$ cat config.mk
export PLATFORM = sky130hd
export DESIGN_NAME = serial_boot_loader
export DESIGN_NICKNAME = d
export VERILOG_FILES = /design/src/serial_boot_pkg.sv /design/src/serial_boot_loader.sv
export VERILOG_INCLUDE_DIRS = /design/src
export SDC_FILE = /design/constraint.sdc
export NUM_CORES = 1
export LEC_CHECK = 0
export ABC_CLOCK_PERIOD_IN_PS = 7400
export BUFFER_PORTS_ARGS = -buffer_cell sky130_fd_sc_hd__clkbuf_2
export CORE_UTILIZATION = 40
export CTS_CLUSTER_DIAMETER = 30
export DETAILED_ROUTE_END_ITERATION = 7
export PLACE_DENSITY = 0.62
export SYNTH_ARGS = -nofsm -noshare
export SYNTH_HDL_FRONTEND = slang
export SYNTH_SLANG_ARGS = --single-unit
$ cat constraint.sdc
create_clock -name clk_i -period 7.4 [get_ports clk_i]
set_clock_uncertainty 0.1 [all_clocks]
set_input_delay 0.37 -clock clk_i [delete_from_list [all_inputs] [get_ports clk_i]]
set_output_delay 0.37 -clock clk_i [all_outputs]
set_load 0.01 [all_outputs]
$ cat src/serial_boot_loader_map.svh
// Boot loader constants: load window, timing and framing.
`ifndef SERIAL_BOOT_LOADER_MAP_SVH
`define SERIAL_BOOT_LOADER_MAP_SVH

// First and last internal RAM byte written by the initial load.
`define SBL_LOAD_BASE 24'h00FA40
`define SBL_LOAD_LAST 24'h00FA5F
// Number of bytes in the initial load, and the index of the last one.
`define SBL_LOAD_BYTES 6'h20
`define SBL_LOAD_LAST_IDX 6'h1F
// Start address after a reset that ends boot mode.
`define SBL_RESET_VECTOR 24'h000000

// The measuring timer advances once every four clocks.
`define SBL_T6_PRESCALE_LAST 2'h3
`define SBL_T6_MAX 16'hFFFF
// Reload value is (count - 36) / 72.
`define SBL_T6_OFFSET 16'h0024
`define SBL_T6_DIVISOR 16'h0048

// Sixteen ticks per bit; a tick lasts 2 * (reload + 1) clocks.
`define SBL_OS_LAST 4'hF
`define SBL_OS_SAMPLE 4'h7
// Receive bit slots: 0 start, 1..8 data, 9 stop.
`define SBL_RX_STOP_SLOT 4'h9
// Transmit: one idle bit, then ten frame bits.
`define SBL_TX_FRAME_BITS 4'hA

// Clocks to wait after reset release before the synchronised strap is valid.
`define SBL_STRAP_SETTLE 2'h2

`endif

$ cat src/serial_boot_pkg.sv
// Types shared by the serial boot loader and its users.
package serial_boot_pkg;

    // Sequencer states, Gray coded along the boot path.
    typedef enum logic [2:0] {
        ST_STRAP     = 3'h0,
        ST_WAIT_ZERO = 3'h1,
        ST_MEASURE   = 3'h3,
        ST_SEND_ID   = 3'h2,
        ST_LOAD      = 3'h6,
        ST_RUN       = 3'h7,
        ST_NORMAL    = 3'h5
    } boot_state_t;

    // One write into internal RAM.
    typedef struct packed {
        logic we;
        logic [23:0] addr;
        logic [7:0] data;
    } ram_wr_t;

    // Request to start execution at an address.
    typedef struct packed {
        logic valid;
        logic external;
        logic [23:0] addr;
    } branch_t;

    // One received byte handed to the loaded code.
    typedef struct packed {
        logic valid;
        logic [7:0] data;
    } rx_byte_t;

endpackage

$ cat src/serial_boot_loader.sv
// Serial boot loader: straps, baud measure, ID, load, hand-off.
//
// Functional notes
// Strap low at reset release enters boot mode.
// Watch receive line for an all-zero byte.
// Derive reload, program channel, enable transmit output.
// Send one identification byte at derived rate.
// Watchdog held disabled while in boot mode.
// After identification, receive first 32 host bytes.
// Store bytes sequentially from load base upward.
// After byte 32 branch to load base.
// Stay in boot mode until next reset.
// Software reset, or strap high, leaves boot mode.
// Exit reset starts at address zero externally; code branches externally only while the access pin is low.
// Bit rate is clock over 32 times reload+1.
// Timer counts quarter clocks; reload=(count-36)/72.
// Host keeps rate deviation below the limit.
// Host rate high enough to avoid timer overflow.
// Host drives the other configuration straps.
// Frames: start, eight data LSB first, stop.

`include "serial_boot_loader_map.svh"

// Byte buffer between the receiver and its consumer.
module boot_fifo #(
    parameter int WIDTH = 8,
    parameter int DEPTH = 16
) (
    input wire logic clk_i,
    input wire logic rst_n_i,
    input wire logic ce_i,
    input wire logic flush_i,
    input wire logic in_valid_i,
    output logic in_ready_o,
    input wire logic [WIDTH-1:0] in_data_i,
    output logic out_valid_o,
    input wire logic out_ready_i,
    output logic [WIDTH-1:0] out_data_o
);
    localparam int AW = $clog2(DEPTH);

    typedef struct packed {
        logic [DEPTH-1:0][WIDTH-1:0] mem;
        logic [AW:0] wr_ptr;
        logic [AW:0] rd_ptr;
    } fifo_state_t;

    fifo_state_t s_r;
    fifo_state_t s_nxt;
    logic full;
    logic empty;

    // The extra pointer bit tells a full buffer from an empty one.
    assign empty = (s_r.wr_ptr == s_r.rd_ptr);
    assign full = (s_r.wr_ptr[AW-1:0] == s_r.rd_ptr[AW-1:0]) && (s_r.wr_ptr[AW] != s_r.rd_ptr[AW]);
    assign in_ready_o = ~full;
    assign out_valid_o = ~empty;
    assign out_data_o = s_r.mem[s_r.rd_ptr[AW-1:0]];

    // Push and pop may happen in the same cycle.
    always_comb begin
        s_nxt = s_r;
        if (in_valid_i && !full) begin
            s_nxt.mem[s_r.wr_ptr[AW-1:0]] = in_data_i;
            s_nxt.wr_ptr = s_r.wr_ptr + 1'b1;
        end
        if (out_ready_i && !empty) begin
            s_nxt.rd_ptr = s_r.rd_ptr + 1'b1;
        end
        if (flush_i) begin
            s_nxt.wr_ptr = '0;
            s_nxt.rd_ptr = '0;
        end
    end

    // State register, frozen while the clock enable is low.
    always_ff @(posedge clk_i or negedge rst_n_i) begin
        if (!rst_n_i) begin
            s_r <= '0;
        end else if (ce_i) begin
            s_r <= s_nxt;
        end
    end
endmodule

// Boot sequencer with its serial receiver and transmitter.
module serial_boot_loader #(
    parameter logic [7:0] ID_BYTE = 8'h3C, // Arbitrary value; set to the part's own class code.
    parameter int FIFO_DEPTH = 16
) (
    input wire logic clk_i,
    input wire logic rst_n_i,
    input wire logic ce_i,
    input wire logic sw_reset_i,
    input wire logic boot_strap_pin_i,
    input wire logic config_strap_pin_a_i,
    input wire logic config_strap_pin_b_i,
    input wire logic config_strap_pin_c_i,
    input wire logic external_access_pin_i,
    input wire logic serial_receive_pin_i,
    output logic serial_transmit_pin_o,
    output logic serial_transmit_oe_o,
    output logic serial_boot_mode_o,
    output logic watchdog_disable_o,
    output logic code_access_limit_o,
    output logic [2:0] config_straps_o,
    output logic [15:0] baud_reload_value_o,
    output logic baud_error_o,
    output logic overrun_o,
    output logic frame_error_o,
    input wire logic ram_ready_i,
    output serial_boot_pkg::ram_wr_t ram_wr_o,
    output serial_boot_pkg::branch_t branch_o,
    output serial_boot_pkg::rx_byte_t rx_byte_o,
    input wire logic rx_ready_i
);
    typedef struct packed {
        serial_boot_pkg::boot_state_t st;
        logic rx_m;
        logic rx_s;
        logic rx_prev;
        logic strap_m;
        logic strap_s;
        logic [2:0] cfg_m;
        logic [2:0] cfg_s;
        logic ea_m;
        logic ea_s;
        logic [1:0] settle;
        logic [2:0] cfg_latch;
        logic boot_mode;
        logic [1:0] pre;
        logic [15:0] t6;
        logic [15:0] reload;
        logic baud_err;
        logic [16:0] baud_cnt;
        logic rx_busy;
        logic [3:0] rx_os;
        logic [3:0] rx_slot;
        logic [7:0] rx_shift;
        logic push_valid;
        logic [7:0] push_data;
        logic overrun;
        logic frame_err;
        logic tx_line;
        logic tx_oe;
        logic [9:0] tx_shift;
        logic [3:0] tx_os;
        logic [3:0] tx_bits;
        logic [5:0] load_idx;
        serial_boot_pkg::ram_wr_t ram_wr;
        serial_boot_pkg::branch_t branch;
        serial_boot_pkg::rx_byte_t rx_out;
    } top_state_t;

    top_state_t s_r;
    top_state_t s_nxt;

    logic fifo_in_ready;
    logic fifo_out_valid;
    logic fifo_out_ready;
    logic [7:0] fifo_out_data;
    logic baud_run;
    logic tick;
    logic rx_en;
    logic drain_ram;
    logic drain_user;
    logic [15:0] t6_excess;
    logic [15:0] reload_calc;

    // Reload from the measured count; a count under the offset clamps to zero.
    assign t6_excess = (s_r.t6 >= `SBL_T6_OFFSET) ? (s_r.t6 - `SBL_T6_OFFSET) : 16'h0000;
    assign reload_calc = t6_excess / `SBL_T6_DIVISOR;

    // Oversampling tick: period 2 * (reload + 1) clocks, sixteen per bit.
    assign baud_run = (s_r.st == serial_boot_pkg::ST_SEND_ID) || (s_r.st == serial_boot_pkg::ST_LOAD) ||
                      (s_r.st == serial_boot_pkg::ST_RUN);
    assign tick = baud_run && (s_r.baud_cnt == {s_r.reload, 1'b1});
    assign rx_en = (s_r.st == serial_boot_pkg::ST_LOAD) || (s_r.st == serial_boot_pkg::ST_RUN);

    // The buffer drains into RAM during the load and to the loaded code afterwards.
    assign drain_ram = (s_r.st == serial_boot_pkg::ST_LOAD) && fifo_out_valid && ram_ready_i;
    assign drain_user = (s_r.st == serial_boot_pkg::ST_RUN) && fifo_out_valid &&
                        (!s_r.rx_out.valid || rx_ready_i);
    assign fifo_out_ready = drain_ram || drain_user;

    always_comb begin
        s_nxt = s_r;
        s_nxt.ram_wr.we = 1'b0;
        s_nxt.branch.valid = 1'b0;

        // Two-stage synchronisers on every pin input.
        s_nxt.rx_m = serial_receive_pin_i;
        s_nxt.rx_s = s_r.rx_m;
        s_nxt.rx_prev = s_r.rx_s;
        s_nxt.strap_m = boot_strap_pin_i;
        s_nxt.strap_s = s_r.strap_m;
        s_nxt.cfg_m = {config_strap_pin_c_i, config_strap_pin_b_i, config_strap_pin_a_i};
        s_nxt.cfg_s = s_r.cfg_m;
        s_nxt.ea_m = external_access_pin_i;
        s_nxt.ea_s = s_r.ea_m;

        // Baud divider only runs once the rate is known.
        if (!baud_run || tick) begin
            s_nxt.baud_cnt = 17'h00000;
        end else begin
            s_nxt.baud_cnt = s_r.baud_cnt + 17'h00001;
        end

        // A pending byte leaves once the buffer takes it.
        if (s_r.push_valid && fifo_in_ready) begin
            s_nxt.push_valid = 1'b0;
        end

        // Receiver: sample mid-bit; bytes arrive LSB first and need a high stop bit.
        if (rx_en && tick) begin
            if (!s_r.rx_busy) begin
                if (!s_r.rx_s) begin
                    s_nxt.rx_busy = 1'b1;
                    s_nxt.rx_os = 4'h0;
                    s_nxt.rx_slot = 4'h0;
                end
            end else begin
                s_nxt.rx_os = s_r.rx_os + 4'h1;
                if (s_r.rx_os == `SBL_OS_SAMPLE) begin
                    s_nxt.rx_slot = s_r.rx_slot + 4'h1;
                    if (s_r.rx_slot == 4'h0) begin
                        // A start bit that is gone by mid-bit was a glitch.
                        s_nxt.rx_busy = s_r.rx_s ? 1'b0 : 1'b1;
                    end else if (s_r.rx_slot == `SBL_RX_STOP_SLOT) begin
                        s_nxt.rx_busy = 1'b0;
                        if (!s_r.rx_s) begin
                            s_nxt.frame_err = 1'b1;
                        end else if (s_nxt.push_valid) begin
                            // The line cannot be paused, so a byte with nowhere to go is lost.
                            s_nxt.overrun = 1'b1;
                        end else begin
                            s_nxt.push_valid = 1'b1;
                            s_nxt.push_data = s_r.rx_shift;
                        end
                    end else begin
                        s_nxt.rx_shift = {s_r.rx_s, s_r.rx_shift[7:1]};
                    end
                end
            end
        end

        // Output register toward the loaded code.
        if (s_r.rx_out.valid && rx_ready_i) begin
            s_nxt.rx_out.valid = 1'b0;
        end
        if (drain_user) begin
            s_nxt.rx_out.valid = 1'b1;
            s_nxt.rx_out.data = fifo_out_data;
        end

        case (s_r.st)
            serial_boot_pkg::ST_STRAP: begin
                // Wait until the synchronised straps are valid, then capture them once.
                if (s_r.settle == `SBL_STRAP_SETTLE) begin
                    s_nxt.cfg_latch = s_r.cfg_s;
                    if (!s_r.strap_s) begin
                        s_nxt.boot_mode = 1'b1;
                        s_nxt.st = serial_boot_pkg::ST_WAIT_ZERO;
                    end else begin
                        s_nxt.st = serial_boot_pkg::ST_NORMAL;
                        s_nxt.branch = '{valid: 1'b1, external: ~s_r.ea_s, addr: `SBL_RESET_VECTOR};
                    end
                end else begin
                    s_nxt.settle = s_r.settle + 2'h1;
                end
            end
            serial_boot_pkg::ST_WAIT_ZERO: begin
                // Falling edge of the start bit opens the measurement.
                if (s_r.rx_prev && !s_r.rx_s) begin
                    s_nxt.st = serial_boot_pkg::ST_MEASURE;
                    s_nxt.pre = 2'h0;
                    s_nxt.t6 = 16'h0000;
                end
            end
            serial_boot_pkg::ST_MEASURE: begin
                // Nine low bits end at the rising edge of the stop bit.
                if (!s_r.rx_prev && s_r.rx_s) begin
                    s_nxt.reload = reload_calc;
                    s_nxt.baud_err = 1'b0;
                    s_nxt.st = serial_boot_pkg::ST_SEND_ID;
                    s_nxt.tx_oe = 1'b1;
                    s_nxt.tx_line = 1'b1;
                    s_nxt.tx_shift = {1'b1, ID_BYTE, 1'b0};
                    s_nxt.tx_os = 4'h0;
                    s_nxt.tx_bits = 4'h0;
                end else begin
                    s_nxt.pre = s_r.pre + 2'h1;
                    if (s_r.pre == `SBL_T6_PRESCALE_LAST) begin
                        if (s_r.t6 == `SBL_T6_MAX) begin
                            // Host too slow for the timer: report it and wait for another zero byte.
                            s_nxt.baud_err = 1'b1;
                            s_nxt.st = serial_boot_pkg::ST_WAIT_ZERO;
                        end else begin
                            s_nxt.t6 = s_r.t6 + 16'h0001;
                        end
                    end
                end
            end
            serial_boot_pkg::ST_SEND_ID: begin
                // One idle bit, then start, eight data bits and stop, sixteen ticks each.
                if (tick) begin
                    s_nxt.tx_os = s_r.tx_os + 4'h1;
                    if (s_r.tx_os == `SBL_OS_LAST) begin
                        if (s_r.tx_bits == `SBL_TX_FRAME_BITS) begin
                            s_nxt.st = serial_boot_pkg::ST_LOAD;
                            s_nxt.load_idx = 6'h00;
                        end else begin
                            s_nxt.tx_line = s_r.tx_shift[0];
                            s_nxt.tx_shift = {1'b1, s_r.tx_shift[9:1]};
                            s_nxt.tx_bits = s_r.tx_bits + 4'h1;
                        end
                    end
                end
            end
            serial_boot_pkg::ST_LOAD: begin
                // Each byte goes to the next RAM location; the last one triggers the jump.
                if (drain_ram) begin
                    s_nxt.ram_wr.we = 1'b1;
                    s_nxt.ram_wr.addr = `SBL_LOAD_BASE + {18'h00000, s_r.load_idx};
                    s_nxt.ram_wr.data = fifo_out_data;
                    s_nxt.load_idx = s_r.load_idx + 6'h01;
                    if (s_r.load_idx == `SBL_LOAD_LAST_IDX) begin
                        s_nxt.st = serial_boot_pkg::ST_RUN;
                        s_nxt.branch = '{valid: 1'b1, external: 1'b0, addr: `SBL_LOAD_BASE};
                    end
                end
            end
            serial_boot_pkg::ST_RUN: begin
                // Receiver stays set up for the loaded code; boot mode holds until reset.
                s_nxt.boot_mode = 1'b1;
            end
            serial_boot_pkg::ST_NORMAL: begin
                s_nxt.boot_mode = 1'b0;
            end
            default: begin
                s_nxt.st = serial_boot_pkg::ST_STRAP;
            end
        endcase

        // Software reset leaves boot mode whatever the strap says.
        if (sw_reset_i) begin
            s_nxt.st = serial_boot_pkg::ST_NORMAL;
            s_nxt.boot_mode = 1'b0;
            s_nxt.tx_oe = 1'b0;
            s_nxt.tx_line = 1'b1;
            s_nxt.rx_busy = 1'b0;
            s_nxt.push_valid = 1'b0;
            s_nxt.rx_out.valid = 1'b0;
            s_nxt.ram_wr.we = 1'b0;
            s_nxt.branch = '{valid: 1'b1, external: ~s_r.ea_s, addr: `SBL_RESET_VECTOR};
        end
    end

    // State register; frozen while the clock enable is low.
    always_ff @(posedge clk_i or negedge rst_n_i) begin
        if (!rst_n_i) begin
            s_r <= '0;
        end else if (ce_i) begin
            s_r <= s_nxt;
        end
    end

    // Buffers bytes against a slow RAM port or consumer.
    boot_fifo #(
        .WIDTH(8),
        .DEPTH(FIFO_DEPTH)
    ) rx_fifo (
        .clk_i(clk_i),
        .rst_n_i(rst_n_i),
        .ce_i(ce_i),
        .flush_i(sw_reset_i),
        .in_valid_i(s_r.push_valid),
        .in_ready_o(fifo_in_ready),
        .in_data_i(s_r.push_data),
        .out_valid_o(fifo_out_valid),
        .out_ready_i(fifo_out_ready),
        .out_data_o(fifo_out_data)
    );

    // All outputs come from the state register.
    assign serial_transmit_pin_o = s_r.tx_line;
    assign serial_transmit_oe_o = s_r.tx_oe;
    assign serial_boot_mode_o = s_r.boot_mode;
    assign watchdog_disable_o = s_r.boot_mode;
    assign code_access_limit_o = s_r.boot_mode;
    assign config_straps_o = s_r.cfg_latch;
    assign baud_reload_value_o = s_r.reload;
    assign baud_error_o = s_r.baud_err;
    assign overrun_o = s_r.overrun;
    assign frame_error_o = s_r.frame_err;
    assign ram_wr_o = s_r.ram_wr;
    assign branch_o = s_r.branch;
    assign rx_byte_o = s_r.rx_out;
endmodule

Yosys cells after proc, flatten, opt, wreduce, memory -nomap -nowiden
Cells that the tools add are included. W data, S select, Z words.

Bits of input ports: 12. Register bits after elaboration: 334. Logic and storage cells: 277. Output and inout bits: 95.

Div/mod/pow operators: 1. Muxes and demuxes: 79. Reduce and logical (&&, ||, !) cells: 70. Magnitude comparators: 4. Equality and inequality tests: 44. Bitwise gates (word level): 8. Add/sub/neg operators: 13.

Operators with widths (number): $bwmux W128 (1); $mux W26 (3); $pmux W18 S2 (2); $mux W65 (1); $pmux W26 S2 (1); $mux W10 (5); $mux W16 (3); $mux W19 (2); $mux W18 (2); $mux W3 (12); $reduce_and A6 Y1 (6); $mux W33 (1); $bmux W8 S4 (1); $demux W8 S4 (1); $mux W8 (4); $mux W28 (1); $mux W27 (1); $mux W9 (3); $mux W24 (1); $ne A3 B3 Y1 const B (8); $mux W23 (1); $mux W1 (21); $mux W20 (1); $reduce_and A4 Y1 (5); 53 further kinds (132).

Depth between registers and ports, before layout
Depth in word-level cells: 13. Depth in mapped cells: 22.

Cells and area by module
From an unflattened synthesis, not the netlist that was laid out.

Cell total of the unflattened synthesis: 1379. Area, all modules: 15735.1 µm².

By module, submodules not included: serial_boot_loader (times used 1, cells each 957, seq. area each 3753.6 µm², area each 9133.8 µm²); boot_fifo (times used 1, cells each 422, seq. area each 3453.3 µm², area each 6601.3 µm²).

Worst setup path after synthesis
Ideal clock, no wire load.

Kind: register to register. Start: reg s_r[165] in the netlist's numbering. End: reg s_r (netlist bit baud_reload_value_o[0]). Arrival time: 5.692 ns. Required time: 7.218 ns. Period minus slack after synthesis: 5.874 ns. Stages on the path, launching flop included: 22. Path slack: 1.526 ns. Path through: dfrtp_1 buf_6 or3_4 buf_6 a2111oi_4 mux2i_1 nor3_1 a21oi_1 o22ai_1 or2_2 clkbuf_1 a2111o_1 a21oi_4 xnor2_1 or4_1 buf_2 mux2_2 nor3_1 or3_1 or3_4 mux2_4 a31oi_1.

Longest elaborated chain between the ends: 3. Elaborated cells on any way between the ends: 4. Those cells by class: add/sub (1); div (1); order compare (1); mux (1).

RTL lines: start: declaration (line serial_boot_loader.sv:155) `top_state_t s_r;`; start signal: assignment (line serial_boot_loader.sv:364) `s_r <= s_nxt;`; $sub A16 B6 Y16 (no line) or $ge A16 B6 Y1 (tied branches); $mux W16 (*) (line serial_boot_loader.sv:171) `` assign t6_excess = (s_r.t6 >= `SBL_T6_OFFSET) ? (s_r.t6 - `SBL_T6_OFFSET) : 16'h0000; ``; $div A16 B7 Y16 (no line) (*).

Every way passes the cells marked *; elsewhere a longest branch is shown, timed or not. A chain may end at the register's enable or synchronous reset.

Final worst setup path
Start: reg s_r[159] in the netlist's numbering. End: reg s_r (netlist bit baud_reload_value_o[0]).

Same word-level chain as after synthesis.

==> out/metrics.yaml <==
critical_path:
  r2r-end: "baud_reload_value_o[0]"
  crit_type: "flop to flop"
  reg2reg_slack_ns: 0.88
  cp_max_fo: 10
  crit_path_end_kind: "flop"
  r2r_cells: 19
  arrival_ns: 6.90
  critPathLaunchType: "flop"
  reg2reg_from: "s_r[159]"
  required_ns: 7.79
worst_hold_path:
  min_from: "ram_ready_i"
  whs_endpoint: "s_r[72]"
  hold_path.class: "primary input to flop"
  hold_depth: 3
global_routing:
  grt_pass1_wl_um: 55200
  grt_max_degree: 170
  antenna_found_initial: 0
  grt_pass1_vias: 10500
  grt_util_all_layers_pct: 17.4
  globalRoute.totalOverflow: 0
die:
  die_area_um2: 39700
  die_h_um: 199
  initial_core_util_pct: 41.0
  coreArea_um2: 37900
  ios: 107
  rows: 71
  die_w_um: 199
pwr:
  switching_share_pct: 38.4
  seqPwrFrac_pct: 21.0
  comb_power_share_pct: 44.5
  peakVddDrop_v: 0.000477
  p_switching_mw: 3.32
  powerDensity_nw_per_um2: 475
  p_int_mw: 5.34
  p_leak_nw: 8.53
  clkPwrFrac_pct: 34.6
yosys:
  synth_async_sr_flop_share_pct: 100
  ys.warnings.count: 0
  seq_area_frac_synth_pct: 46.3
  synth_edf_count: 0
  syn_inst: 1389
  syn-cell-area_um2: 15600
  synth-seq-cells: 288
  ys.flop_type: "dfrtp_1"
  syn_avg_cell_area_um2: 11.2
  synth_cell_types: 78
place:
  dp_worst_setup_slack_ns: 0.922
  gp_congestion: 0.814
  hpwl_um: 22000
  detailed_place.area_um2: 15800
  io_buffer_count: 72
timing:
  drv_slew: 0
  tns_ns: 0
  fin_crit_ns: 6.52
  layout_setup_ws_ns: 0.882
  tightest_slew_ns: 0.957
  finalSetupViolCount: 0
  hold_viol: 0
  fmax_ghz: 0.153
  max_slew_margin_pct: 36.2
  period_share_pct: 88.1
  grt_setup_unrepaired: "false"
finish:
  multi_input_area_um2: 7420
  area_growth_pct: 17.3
  layout_commonest_cell: "dfrtp_1"
  layout-drive-gt1-share_pct: 30.2
  regArea_um2: 7210
  antenna_cells: 0
  nets: 1452
  fin_area_um2: 18200
  most-common-layout-cells: "287 x dfrtp_1, 186 x mux2_2, 106 x nand2_1"
  nFillCells: 3358
  final_util_pct: 48.1
clocking:
  clock_path_buffers: 3
  clk_pin_slew_ns: 0.05
  cts-root-buf: "clkbuf_16"
  cts_tree: "yes"
  cts_sinks: 288
  clkLatencyLatePin_ns: 0.56
  cts_made_buffers: 67
  h-tree-depth: 3
  cts_setup_buffers: 0
detailed_routing:
  drt_wl_total_um: 33600
  drtPass1Iterations: 7
  drc_errors: 0
  drtIter0Drc: 588
  viasPerCell: 5.38
  num_vias: 10700
  ant_nets: 0
  wl_per_cell_um: 16.9
run:
  maxCapViolCount: 0
status:
  status: "complete, no violations"
[cell type report]
| type | instances | area share [%] |
|---|---|---|
| multi-input combinational | 950 | 40.7 |
| sequential | 288 | 39.5 |
| clock buffer | 89 | 10.5 |
| tap | 511 | 3.51 |
| timing repair buffer | 85 | 2.74 |
| clock inverter | 32 | 2.55 |
| inverter | 27 | 0.556 |
[layer usage]
metal / vias to the layer above / wire length, µm / track usage, % / share of wire, %
met4: 0 / 801 / 6.89 / 2.4
met2: 254 / 15600 / 26.9 / 46
li1: 4984 / - / - / -
met1: 5368 / 15600 / 23.7 / 46
met5: - / 0 / 0 / 0
met3: 58 / 1630 / 3.78 / 4.8
[power groups by stage]
stage	sequential [mW]	combinational [mW]	clock (mW)
after floorplan	1.77	3.27	0
after global placement	1.84	3.81	0
after detailed placement	1.84	3.82	0
after CTS	1.82	3.84	3.06
after global routing	1.84	4.26	3.15
final	1.82	3.85	3.00
[worst max-delay path, cell delays in order (launching register included)]
cell,delay [ns]
dfrtp_1,0.43
inv_1,0.16
ha_1,0.20
nand2b_1,0.22
a2111oi_4,0.53
mux2i_1,0.72
nor3_1,0.20
a21oi_1,0.16
o22ai_1,0.12
or3b_2,0.50
a211oi_1,0.64
nand3_1,0.14
mux2i_1,0.25
mux2i_1,0.54
mux2_2,0.29
nor3_1,0.09
or3_1,0.37
or3_4,0.34
mux2_4,0.30
a31oi_1,0.15
[worst max-delay path by stage]
| stage | startpoint | endpoint | slack, ns | cells after the start |
|---|---|---|---|---|
| floorplan | s_r[165] | baud_reload_value_o[0] | 1.53 | 21 |
| global placement | s_r[159] | baud_reload_value_o[0] | 1.02 | 19 |
| detailed placement | s_r[159] | baud_reload_value_o[0] | 0.92 | 19 |
| CTS | s_r[159] | baud_reload_value_o[0] | 0.92 | 19 |
| global route | s_r[159] | baud_reload_value_o[0] | 0.42 | 19 |
| finish | s_r[159] | baud_reload_value_o[0] | 0.88 | 19 |
[per-stage QoR]
stage          std cells  hold WS (ns)  total power, mW
6_report            1982        0.0986             8.67
2_1_floorplan       1422       -0.0256             5.05
4_1_cts             1982        0.0772             8.72
5_1_grt             1982         0.104             9.25
3_3_place_gp        1853         0.341             5.65
3_5_place_dp        1853         0.353             5.67
[registers in the layout (all words and copies together), names as in the netlist, 3 cells and up]
name and flops:
ram_wr_o 16, s_r 96, rx_byte_o 9, baud_reload_value_o 10, rx_fifo.s_r 138, s_nxt 7, config_straps_o 3, branch_o 3
[repair_timing]
action                                 4_1_cts  5_1_grt
hold buffers                                 8        0
setup endpoints to repair                    0        0
gates resized for setup                      0        0
endpoints found under the hold margin      126        0
[synthesized netlist by cell type, drive strengths merged (10+ instances only)]
cell    count  area [µm²]
nand2     106         398
nand3      43         215
buf       101         743
clkbuf     56         210
nor2b      10        62.6
xnor2      24         210
nor3       30         150
nor4       11        75.1
a21oi      38         213
nand2b     12        75.1
mux2      188        2120
and3       11        68.8
nand4      17         106
xor2       32         280
inv        27         101
ha         21         263
a211oi     16         125
nor2       94         353
dfrtp     288        7210
or3        10        72.6
o21ai      69         353
mux2i      10         100
mux4       40         901
and2       11        68.8
o31ai      11        82.6
[logic make-up after synthesis]
logic type	synth area share [%]
other cells	0.0241
simple gates	12.0
fa+ha+maj	2.01
mux	20.1
buf+inv	6.78
compound gates	9.58
flops	46.3
xor+xnor	3.15
No activity file was read; power rests on OpenSTA's default activity.
